===== src/inc/ubd_pkg.sv =====
package ubd_pkg;
    localparam int UBD_WIDTH = 18;
    localparam logic UBD_STORE_RST = 1'h0;
    localparam logic UBD_EN_OFF = 1'h0;
    localparam int UBD_BUF_DEPTH = 2;
endpackage


===== src/hdl/ubd_channel.sv =====
module ubd_channel
(
    input wire logic mclk_i,
    input wire logic reset_n_i,
    input wire logic data_i,
    input wire logic data_driven_i,
    input wire logic transparency_control_i,
    input wire logic dclk_rise_i,
    output logic store_o
);
    import ubd_pkg::*;

    logic held_ff;
    logic nxt_held;
    logic store_ff;
    logic nxt_store;
    logic clean_data;

    always_comb
    begin
        // Bus hold on floating input
        clean_data = data_driven_i ? data_i : held_ff;
        nxt_held = clean_data;
        if (transparency_control_i)
        begin
            nxt_store = clean_data;
        end
        else if (dclk_rise_i)
        begin
            nxt_store = clean_data;
        end
        else
        begin
            nxt_store = store_ff;
        end
    end

    always_ff @(posedge mclk_i or negedge reset_n_i)
    begin
        if (!reset_n_i)
        begin
            held_ff <= UBD_STORE_RST;
            store_ff <= UBD_STORE_RST;
        end
        else
        begin
            held_ff <= nxt_held;
            store_ff <= nxt_store;
        end
    end

    assign store_o = store_ff;

    hold_steady_a: assert property (@(posedge mclk_i) disable iff (!reset_n_i)
        (!transparency_control_i && !dclk_rise_i) |=> $stable(store_ff))
        else $error("stored value moved without clock edge");
    capture_edge_a: assert property (@(posedge mclk_i) disable iff (!reset_n_i)
        (!transparency_control_i && dclk_rise_i && data_driven_i) |=> (store_ff == $past(data_i)))
        else $error("rising edge did not capture input");
    pass_through_a: assert property (@(posedge mclk_i) disable iff (!reset_n_i)
        (transparency_control_i && data_driven_i) |=> (store_ff == $past(data_i)))
        else $error("transparent mode did not follow input");
    bus_hold_a: assert property (@(posedge mclk_i) disable iff (!reset_n_i)
        (transparency_control_i && !data_driven_i) |=> (store_ff == $past(held_ff)))
        else $error("floating input changed stored value");
endmodule


===== src/hdl/ubd_top.sv =====
module ubd_top
#(
    parameter int WIDTH = ubd_pkg::UBD_WIDTH
)
(
    input wire logic mclk_i,
    input wire logic reset_n_i,
    input wire logic [WIDTH-1:0] data_i,
    input wire logic [WIDTH-1:0] data_driven_i,
    input wire logic data_valid_i,
    output logic data_ready_o,
    input wire logic transparency_control_i,
    input wire logic dclk_i,
    input wire logic out_en_n_i,
    output logic [WIDTH-1:0] y_o,
    output logic [WIDTH-1:0] y_oe_o,
    output logic y_valid_o,
    input wire logic y_ready_i
);
    import ubd_pkg::*;

    logic dclk_ff;
    logic nxt_dclk;
    logic dclk_rise;
    logic [WIDTH-1:0] store;
    logic [WIDTH-1:0] last_store_ff;
    logic [WIDTH-1:0] nxt_last_store;
    logic changed;

    // Two-entry output buffer
    logic [WIDTH-1:0] buf_ff [UBD_BUF_DEPTH];
    logic [WIDTH-1:0] nxt_buf [UBD_BUF_DEPTH];
    logic [1:0] cnt_ff;
    logic [1:0] nxt_cnt;
    logic [WIDTH-1:0] y_ff;
    logic [WIDTH-1:0] nxt_y;
    logic [WIDTH-1:0] oe_ff;
    logic [WIDTH-1:0] nxt_oe;
    logic yv_ff;
    logic nxt_yv;
    logic rdy_ff;
    logic nxt_rdy;
    logic push;
    logic pop;
    logic advance;
    logic take;

    assign dclk_rise = dclk_i && !dclk_ff;
    assign take = data_valid_i && rdy_ff;

    // Inputs reach the channels only while buffer has room
    genvar g;
    generate
        for (g = 0; g < WIDTH; g++)
        begin : g_ch
            ubd_channel u_ch (
                .mclk_i(mclk_i),
                .reset_n_i(reset_n_i),
                .data_i(data_i[g]),
                .data_driven_i(data_driven_i[g] & take),
                .transparency_control_i(transparency_control_i & take),
                .dclk_rise_i(dclk_rise & take),
                .store_o(store[g])
            );
        end
    endgenerate

    // Data clock edge detect
    always_comb
    begin
        nxt_dclk = dclk_i;
    end

    always_ff @(posedge mclk_i or negedge reset_n_i)
    begin
        if (!reset_n_i)
        begin
            dclk_ff <= 1'h0;
        end
        else
        begin
            dclk_ff <= nxt_dclk;
        end
    end

    // Two-entry buffer, head moves into output stage
    always_comb
    begin
        changed = (store != last_store_ff);
        push = changed && (cnt_ff < 2'(UBD_BUF_DEPTH));
        advance = !yv_ff || y_ready_i;
        pop = advance && (cnt_ff != 2'h0);
        nxt_buf = buf_ff;
        nxt_cnt = cnt_ff;
        if (pop)
        begin
            nxt_buf[0] = buf_ff[1];
            nxt_cnt = cnt_ff - 2'h1;
        end
        if (push)
        begin
            nxt_buf[nxt_cnt[0]] = store;
            nxt_cnt = nxt_cnt + 2'h1;
        end
    end

    always_ff @(posedge mclk_i or negedge reset_n_i)
    begin
        if (!reset_n_i)
        begin
            buf_ff[0] <= '0;
            buf_ff[1] <= '0;
            cnt_ff <= 2'h0;
        end
        else
        begin
            buf_ff <= nxt_buf;
            cnt_ff <= nxt_cnt;
        end
    end

    // Last word queued, so unchanged words are not queued again
    always_comb
    begin
        nxt_last_store = push ? store : last_store_ff;
    end

    always_ff @(posedge mclk_i or negedge reset_n_i)
    begin
        if (!reset_n_i)
        begin
            last_store_ff <= '0;
        end
        else
        begin
            last_store_ff <= nxt_last_store;
        end
    end

    // Output stage holds its word until taken
    always_comb
    begin
        nxt_y = y_ff;
        nxt_yv = yv_ff;
        if (advance)
        begin
            nxt_yv = pop;
        end
        if (pop)
        begin
            nxt_y = buf_ff[0];
        end
    end

    always_ff @(posedge mclk_i or negedge reset_n_i)
    begin
        if (!reset_n_i)
        begin
            y_ff <= '0;
            yv_ff <= 1'h0;
        end
        else
        begin
            y_ff <= nxt_y;
            yv_ff <= nxt_yv;
        end
    end

    // Room flag for the source side
    always_comb
    begin
        nxt_rdy = (nxt_cnt < 2'(UBD_BUF_DEPTH));
    end

    always_ff @(posedge mclk_i or negedge reset_n_i)
    begin
        if (!reset_n_i)
        begin
            rdy_ff <= 1'h0;
        end
        else
        begin
            rdy_ff <= nxt_rdy;
        end
    end

    // Enable gates drivers only
    always_comb
    begin
        nxt_oe = out_en_n_i ? {WIDTH{UBD_EN_OFF}} : {WIDTH{1'h1}};
    end

    always_ff @(posedge mclk_i or negedge reset_n_i)
    begin
        if (!reset_n_i)
        begin
            oe_ff <= '0;
        end
        else
        begin
            oe_ff <= nxt_oe;
        end
    end

    assign y_o = y_ff;
    assign y_oe_o = oe_ff;
    assign y_valid_o = yv_ff;
    assign data_ready_o = rdy_ff;

    hiz_release_a: assert property (@(posedge mclk_i) disable iff (!reset_n_i)
        out_en_n_i |=> (y_oe_o == '0))
        else $error("outputs driven while disabled");
    drive_on_a: assert property (@(posedge mclk_i) disable iff (!reset_n_i)
        !out_en_n_i |=> (y_oe_o == '1))
        else $error("outputs not driven while enabled");
    enable_keeps_store_a: assert property (@(posedge mclk_i) disable iff (!reset_n_i)
        ($changed(out_en_n_i) && !transparency_control_i && !dclk_rise) |=> $stable(store))
        else $error("enable change disturbed stored data");
    latch_on_fall_a: assert property (@(posedge mclk_i) disable iff (!reset_n_i)
        ($fell(transparency_control_i) && !dclk_rise) |=> $stable(store))
        else $error("latched value lost after transparency fell");
    buffer_bound_a: assert property (@(posedge mclk_i) disable iff (!reset_n_i)
        cnt_ff <= 2'(UBD_BUF_DEPTH))
        else $error("buffer overfilled");
    word_hold_a: assert property (@(posedge mclk_i) disable iff (!reset_n_i)
        (y_valid_o && !y_ready_i) |=> (y_valid_o && $stable(y_o)))
        else $error("output word changed before it was taken");
    full_refuse_a: assert property (@(posedge mclk_i) disable iff (!reset_n_i)
        (cnt_ff == 2'(UBD_BUF_DEPTH)) |-> !data_ready_o)
        else $error("ready shown while buffer full");
endmodule


===== config.mk =====
export PLATFORM = sky130hd
export DESIGN_NAME = ubd_top
export DESIGN_NICKNAME = d
export VERILOG_FILES = /design/src/inc/ubd_pkg.sv /design/src/hdl/ubd_channel.sv /design/src/hdl/ubd_top.sv
export SDC_FILE = /design/constraint.sdc
export NUM_CORES = 1
export LEC_CHECK = 0
export BUFFER_PORTS_ARGS = -buffer_cell sky130_fd_sc_hd__buf_2
export CORE_MARGIN = 2
export CORE_UTILIZATION = 25
export DETAILED_ROUTE_END_ITERATION = 12
export SYNTH_ARGS = -nofsm -noshare
export SYNTH_HDL_FRONTEND = slang
export SYNTH_SLANG_ARGS = --single-unit

===== constraint.sdc =====
create_clock -name mclk_i -period 2.6 [get_ports mclk_i]
set_clock_uncertainty 0.1 [all_clocks]
set_input_delay 0.13 -clock mclk_i [delete_from_list [all_inputs] [get_ports mclk_i]]
set_output_delay 0.13 -clock mclk_i [all_outputs]
set_load 0.005 [all_outputs]

==> impl_metrics.json, run 1 <==
{
  "status": "complete, no violations",
  "ys_types": 34,
  "netlist_instances": 349,
  "ff2ff_path_depth": 8,
  "cts_tree": "done",
  "finalSetupViolations": 0,
  "rsz0062_at_grt": "no",
  "cts-root-buf": "clkbuf_16",
  "clk_pin_slew_ns": 0.05,
  "finalWorstSetupSlack_ns": 0.149,
  "wire_per_inst_um": 14.3,
  "synth_most_common_cell": "dfrtp_1",
  "die_w_um": 148,
  "vias": 3192,
  "dr.first_iter.drc_count": 99,
  "syn_area_per_cell_um2": 14.8,
  "synth_edf_count": 0,
  "drc": 0,
  "overflow": 0,
  "worstPathArrival_ns": 2.65,
  "finalMaxSlewViolations": 0,
  "timing.final.crit_share_pct": 94.3,
  "cts-resized-gates": 0,
  "ant_nets": 0,
  "yosys.area.top_type": "dfrtp_1",
  "dp_cells": 705,
  "fillers": 2002,
  "wirelength_um": 11100,
  "grt_use_total_pct": 10.9,
  "crit_type": "flop to flop",
  "via_per_inst": 4.11,
  "r2r_start": "cnt_ff[0]$_DFF_PN0_",
  "holdCritPathClass": "primary input to flop",
  "clock_latency_ns": 0.41,
  "synth_nets": 393,
  "gp_congestion": 0.716,
  "netlist.area_leader.share_pct": 55.1,
  "clock-sinks": 114,
  "synth_common_cells": "114 x dfrtp_1, 97 x mux2_2, 29 x mux2_4, 21 x nand2_1, 20 x xnor2_1",
  "yosysWarnings": 0,
  "rows": 52,
  "synth_seq_cells": 114,
  "final-hold-violation-count": 0,
  "dieArea_mm2": 0.0219,
  "power.leakage_nw": 3.16,
  "clockBufferDepth": 2,
  "synth.yosys.seq_area_share_pct": 55.1,
  "r2r_end": "buf_ff[32]$_DFF_PN0_",
  "slew_headroom_pct": 42.6,
  "instances_no_fill": 777,
  "htreeDepth": 4,
  "worst-r2r-setup-slack_ns": 0.15,
  "fin_util_pct": 34.6,
  "crit_path_end_kind": "flop",
  "total_power_mw": 9.97,
  "critPathLaunchType": "flop",
  "synth_area_leaders": "dfrtp_1 55%, mux2_2 21%, mux2_4 8.4%",
  "tightest_slew_ns": 0.859,
  "nNetsFinal": 538,
  "worstPathMaxFanout": 19,
  "ys_dominant_reg_cell": "dfrtp_1",
  "period_minus_slack_ns": 2.45,
  "drive_gt1_share_pct": 55.4,
  "maxCapViolations": 0,
  "io_pins": 81,
  "dr.pass1.iters": 6,
  "grt_pass1_wl_um": 18100,
  "coreArea_mm2": 0.0203,
  "grt_max_degree": 45,
  "peakVddDrop_uv": 629,
  "antenna_cells": 0,
  "power_density_mw_per_mm2": 1420,
  "critPathLaunch": "cnt_ff[0]$_DFF_PN0_",
  "dp_slack_ns": -0.0237,
  "area_delta_synth_final_pct": 35.8,
  "syn-cell-area_mm2": 0.00517,
  "required_ns": 2.80,
  "async_reset_ff_share_pct": 100,
  "dp_hpwl_um": 7430,
  "initial_core_util_pct": 25.5,
  "grt_pass1_vias": 3418,
  "antenna_found_initial": 0,
  "numPortBuffers": 80,
  "die_h_um": 148,
  "cp-endpoint": "buf_ff[32]$_DFF_PN0_",
  "cts_buffers": 17,
  "fmax_mhz": 408
}
## stage by stage
stage	hold WS, ns	setup TNS (ns)	instance area (µm²)
finish	0.0106	0	7020
global route	0.0104	0	7020
CTS	0.000435	0	7020
detailed placement	0.0745	-0.0237	5970
global placement	0.0657	0	5970
floorplan	-0.266	0	5170
## layout by cell type (no fill, tap or decap), drive strengths merged, types with 3 or more instances in the layout
cell type and n:
nor2 3, xnor2 20, bufinv 4, dlygate4sd3 39, clkinv 4, nor2b 3
nor3 4, dfrtp 114, clkbuf 23, mux2 126, buf 115, nand2 21
nand4 8, inv 3
## worst min-delay path by stage
stage	from	to	slack (ns)	cells past startpoint
2_1_floorplan	reset_n_i	asynchronous set/reset pin	-0.27	0
3_3_place_gp	reset_n_i	dclk_ff$_DFF_PN0_	0.07	1
3_5_place_dp	reset_n_i	dclk_ff$_DFF_PN0_	0.07	1
4_1_cts	data_driven_i[11]	g_ch[11].u_ch.held_ff$_DFF_PN0_	0.0004	3
5_1_grt	data_driven_i[11]	g_ch[11].u_ch.held_ff$_DFF_PN0_	0.01	3
6_report	data_driven_i[11]	g_ch[11].u_ch.held_ff$_DFF_PN0_	0.01	3
## final cells by class
cell class	instances	area, µm²	area share (%)
tap	270	338	4.81
multi-input combinational	204	2100	29.9
sequential	114	2850	40.6
inverter	3	11.3	0.160
timing repair buffer	154	1080	15.4
clock buffer	23	488	6.95
clock inverter	9	151	2.16
## logic make-up after synthesis
logic type / Yosys count / synth area share, %
compound gates: 7 / 1.67
flops: 114 / 55.1
xor+xnor: 22 / 3.72
mux: 127 / 29.7
buf+inv: 31 / 4.23
simple gates: 47 / 5.27
fa+ha+maj: 1 / 0.242
## worst max-delay path: stages (launching register included)
cell and delay (ns):
dfrtp_1 0.35, inv_1 0.06, ha_1 0.24, nor2_4 0.14, buf_4 0.32, xnor2_1 0.17
a211oi_4 0.17, buf_4 0.37, mux2_2 0.38
## per-layer routing
layer  track usage, %  vias to the layer above  wire length, µm
met5                0                        -                0
met4             4.38                        0              201
met3             3.30                       16              479
met2             17.9                       68             5390
met1             13.3                     1610             5030
li1                 -                     1498                -
## what timing repair did
item | in CTS | in global routing
hold endpoints to repair | 64 | 0
hold buffers | 39 | 0
endpoints found under the setup margin | 4 | 0
setup buffers | 1 | 0
## power breakdown
part	switching [mW]	internal [mW]
sequential	0.479	2.70
combinational	1.72	2.58
clock	0.797	1.70
total	2.99	6.98
No activity file was read; power rests on OpenSTA's default activity.
==> run 2: changes to the inputs <==
--- a/config.mk
+++ b/config.mk
@@ -5,6 +5,7 @@
 export SDC_FILE = /design/constraint.sdc
 export NUM_CORES = 1
 export LEC_CHECK = 0
+export ABC_AREA = 1
 export BUFFER_PORTS_ARGS = -buffer_cell sky130_fd_sc_hd__buf_2
 export CORE_MARGIN = 2
 export CORE_UTILIZATION = 25
==> impl_metrics.json, run 2 <==
{
  "fmax_mhz": 423,
  "maxCapViolations": 0,
  "rows": 53,
  "yosys.area.top_type": "dfrtp_1",
  "wirelength_um": 12100,
  "grt_max_degree": 47,
  "use_met1_pct": 17.4,
  "grt_pass1_wl_um": 20200,
  "required_ns": 2.79,
  "fin_area_mm2": 0.00682,
  "dp_slack_ns": 0.453,
  "peakVddDrop_uv": 448,
  "slew_headroom_pct": 63.3,
  "dr.pass1.iters": 4,
  "die_w_um": 150,
  "drc": 0,
  "wire_per_inst_um": 12.0,
  "ys_dominant_reg_cell": "dfrtp_1",
  "cts_buffers": 17,
  "dr.first_iter.drc_count": 286,
  "gp_congestion": 0.738,
  "worstPathMaxFanout": 18,
  "clock_latency_ns": 0.41,
  "use_met2_pct": 15.9,
  "grt_use_total_pct": 11.5,
  "via_per_inst": 4.09,
  "finalSetupViolations": 0,
  "power_density_mw_per_mm2": 1220,
  "clockBufferDepth": 2,
  "timing.final.crit_share_pct": 91.0,
  "drive_gt1_share_pct": 22.5,
  "clk_pin_slew_ns": 0.05,
  "nNetsFinal": 763,
  "holdWs_ns": 0.0646,
  "crit_type": "flop to flop",
  "place_area_mm2": 0.00585,
  "final_common_cell": "nand2_1",
  "area_delta_synth_final_pct": 28.8,
  "total_power_mw": 8.33,
  "rsz0062_at_grt": "no",
  "initial_core_util_pct": 25.3,
  "numPortBuffers": 80,
  "synth.yosys.seq_area_share_pct": 53.9,
  "final_cell_mix": "221 x nand2_1, 114 x dfrtp_1, 79 x o21ai_0, 79 x buf_2, 44 x inv_1",
  "synth_seq_cells": 114,
  "tns_ns": 0,
  "cts_tree": "done",
  "grt_pass1_vias": 3837,
  "ant_nets": 0,
  "critPathLaunchType": "flop",
  "netlist_instances": 615,
  "io_pins": 81,
  "coreArea_mm2": 0.0209,
  "cts-resized-gates": 0,
  "async_reset_ff_share_pct": 100,
  "fin_util_pct": 32.6,
  "cts-root-buf": "clkbuf_16",
  "synth_most_common_cell": "nand2_1",
  "synth_edf_count": 0,
  "antenna_found_initial": 0,
  "tightest_slew_ns": 0.547,
  "dp_cells": 935,
  "clock-sinks": 114,
  "ff2ff_path_depth": 5,
  "holdCritPathClass": "primary input to flop",
  "ys_types": 24,
  "overflow": 0,
  "vias": 4118,
  "min_path_cells": 5,
  "antenna_cells": 0,
  "dieArea_mm2": 0.0224,
  "finalWorstSetupSlack_ns": 0.234,
  "finalMaxSlewViolations": 0,
  "yosysWarnings": 0,
  "instances_no_fill": 1007,
  "syn_area_per_cell_um2": 8.61,
  "dp_hpwl_um": 8060,
  "worstPathArrival_ns": 2.56,
  "die_h_um": 150,
  "synth_nets": 659,
  "final-hold-violation-count": 0,
  "synth_common_cells": "221 x nand2_1, 114 x dfrtp_1, 79 x o21ai_0, 44 x inv_1",
  "htreeDepth": 4,
  "status": "complete, no violations",
  "met3_usage_pct": 2.20,
  "syn-cell-area_mm2": 0.00529,
  "synth_area_leaders": "dfrtp_1 54%, nand2_1 16%, o21ai_0 7.5%",
  "power.leakage_nw": 3.32,
  "crit_path_end_kind": "flop",
  "grt.busiest_layer": "met1",
  "netlist.area_leader.share_pct": 53.9,
  "period_minus_slack_ns": 2.37
}
==> run 2: changes by cell type in the layout (fill, tap and decap cells not counted), sizes merged, moves of 4 or more <==
cell	before	now
xor2	2	9
nand4	8	19
mux2	126	18
nor2	3	12
xnor2	20	1
nand2	21	224
clkinvlp	1	8
nand3	0	21
nor3	4	0
buf	115	94
o21ai	1	91
inv	3	55
==> run 2: worst paths after layout <==
check                                       startpoint                                 to  slack (ns)
min in group asynchronous                    reset_n_i                 y_o[2]$_DFFE_PN0P_        0.15
worst max register to register  data_ready_o$_DFF_PN0_     g_ch[1].u_ch.held_ff$_DFF_PN0_        0.23
worst min register to register                    flop                               flop        0.37
worst max-delay path            data_ready_o$_DFF_PN0_     g_ch[1].u_ch.held_ff$_DFF_PN0_        0.23
worst min-delay path                 data_driven_i[13]  g_ch[13].u_ch.store_o$_DFFE_PN0P_        0.06
max in group asynchronous                    reset_n_i      last_store_ff[17]$_DFFE_PN0P_        1.47
==> run 2: layout make-up <==
type                            instances  area (µm²)
Fill cell                            2199       14100
Sequential cell                       114        2850
Multi-Input combinational cell        397        1910
Timing Repair Buffer                  134         933
Clock buffer                           20         457
Tap cell                              275         344
Inverter                               55         209
Clock inverter                         12         109
==> run 2: kinds of logic after synthesis <==
group / Yosys count / share of synthesized area [%]
buffers and inverters: 104 / 10.0
xor gates and xnor gates: 10 / 1.65
DFF: 114 / 53.9
AOI/OAI and AO/OA: 92 / 9.19
muxes: 18 / 3.83
and+or+nand+nor: 276 / 21.2
adders and majority gates: 1 / 0.236
==> run 2: layer usage <==
metal / up-vias / part of all wire (%)
met4: 0 / 1.7
met5: - / 0
met1: 1849 / 54
li1: 2155 / -
met3: 14 / 4.7
met2: 100 / 40
==> run 2: worst max-delay path: stages (launching register included) <==
cell and delay (ns):
dfrtp_1 0.39, nand2_1 0.12, clkinv_1 0.46, nand2_1 0.24, mux2_2 0.38, dlygate4sd3_1 0.56
==> run 2: power breakdown <==
part	internal (mW)	total, mW	switching [mW]
logic	1.30	3.20	1.90
registers	2.54	2.94	0.402
clock network	1.36	2.19	0.831
total	5.20	8.33	3.13
==> run 2: timing repair <==
action,4_1_cts,5_1_grt
setup endpoints to repair,0,0
hold buffers,40,0
buffers inserted,0,0
endpoints found under the hold margin,75,0
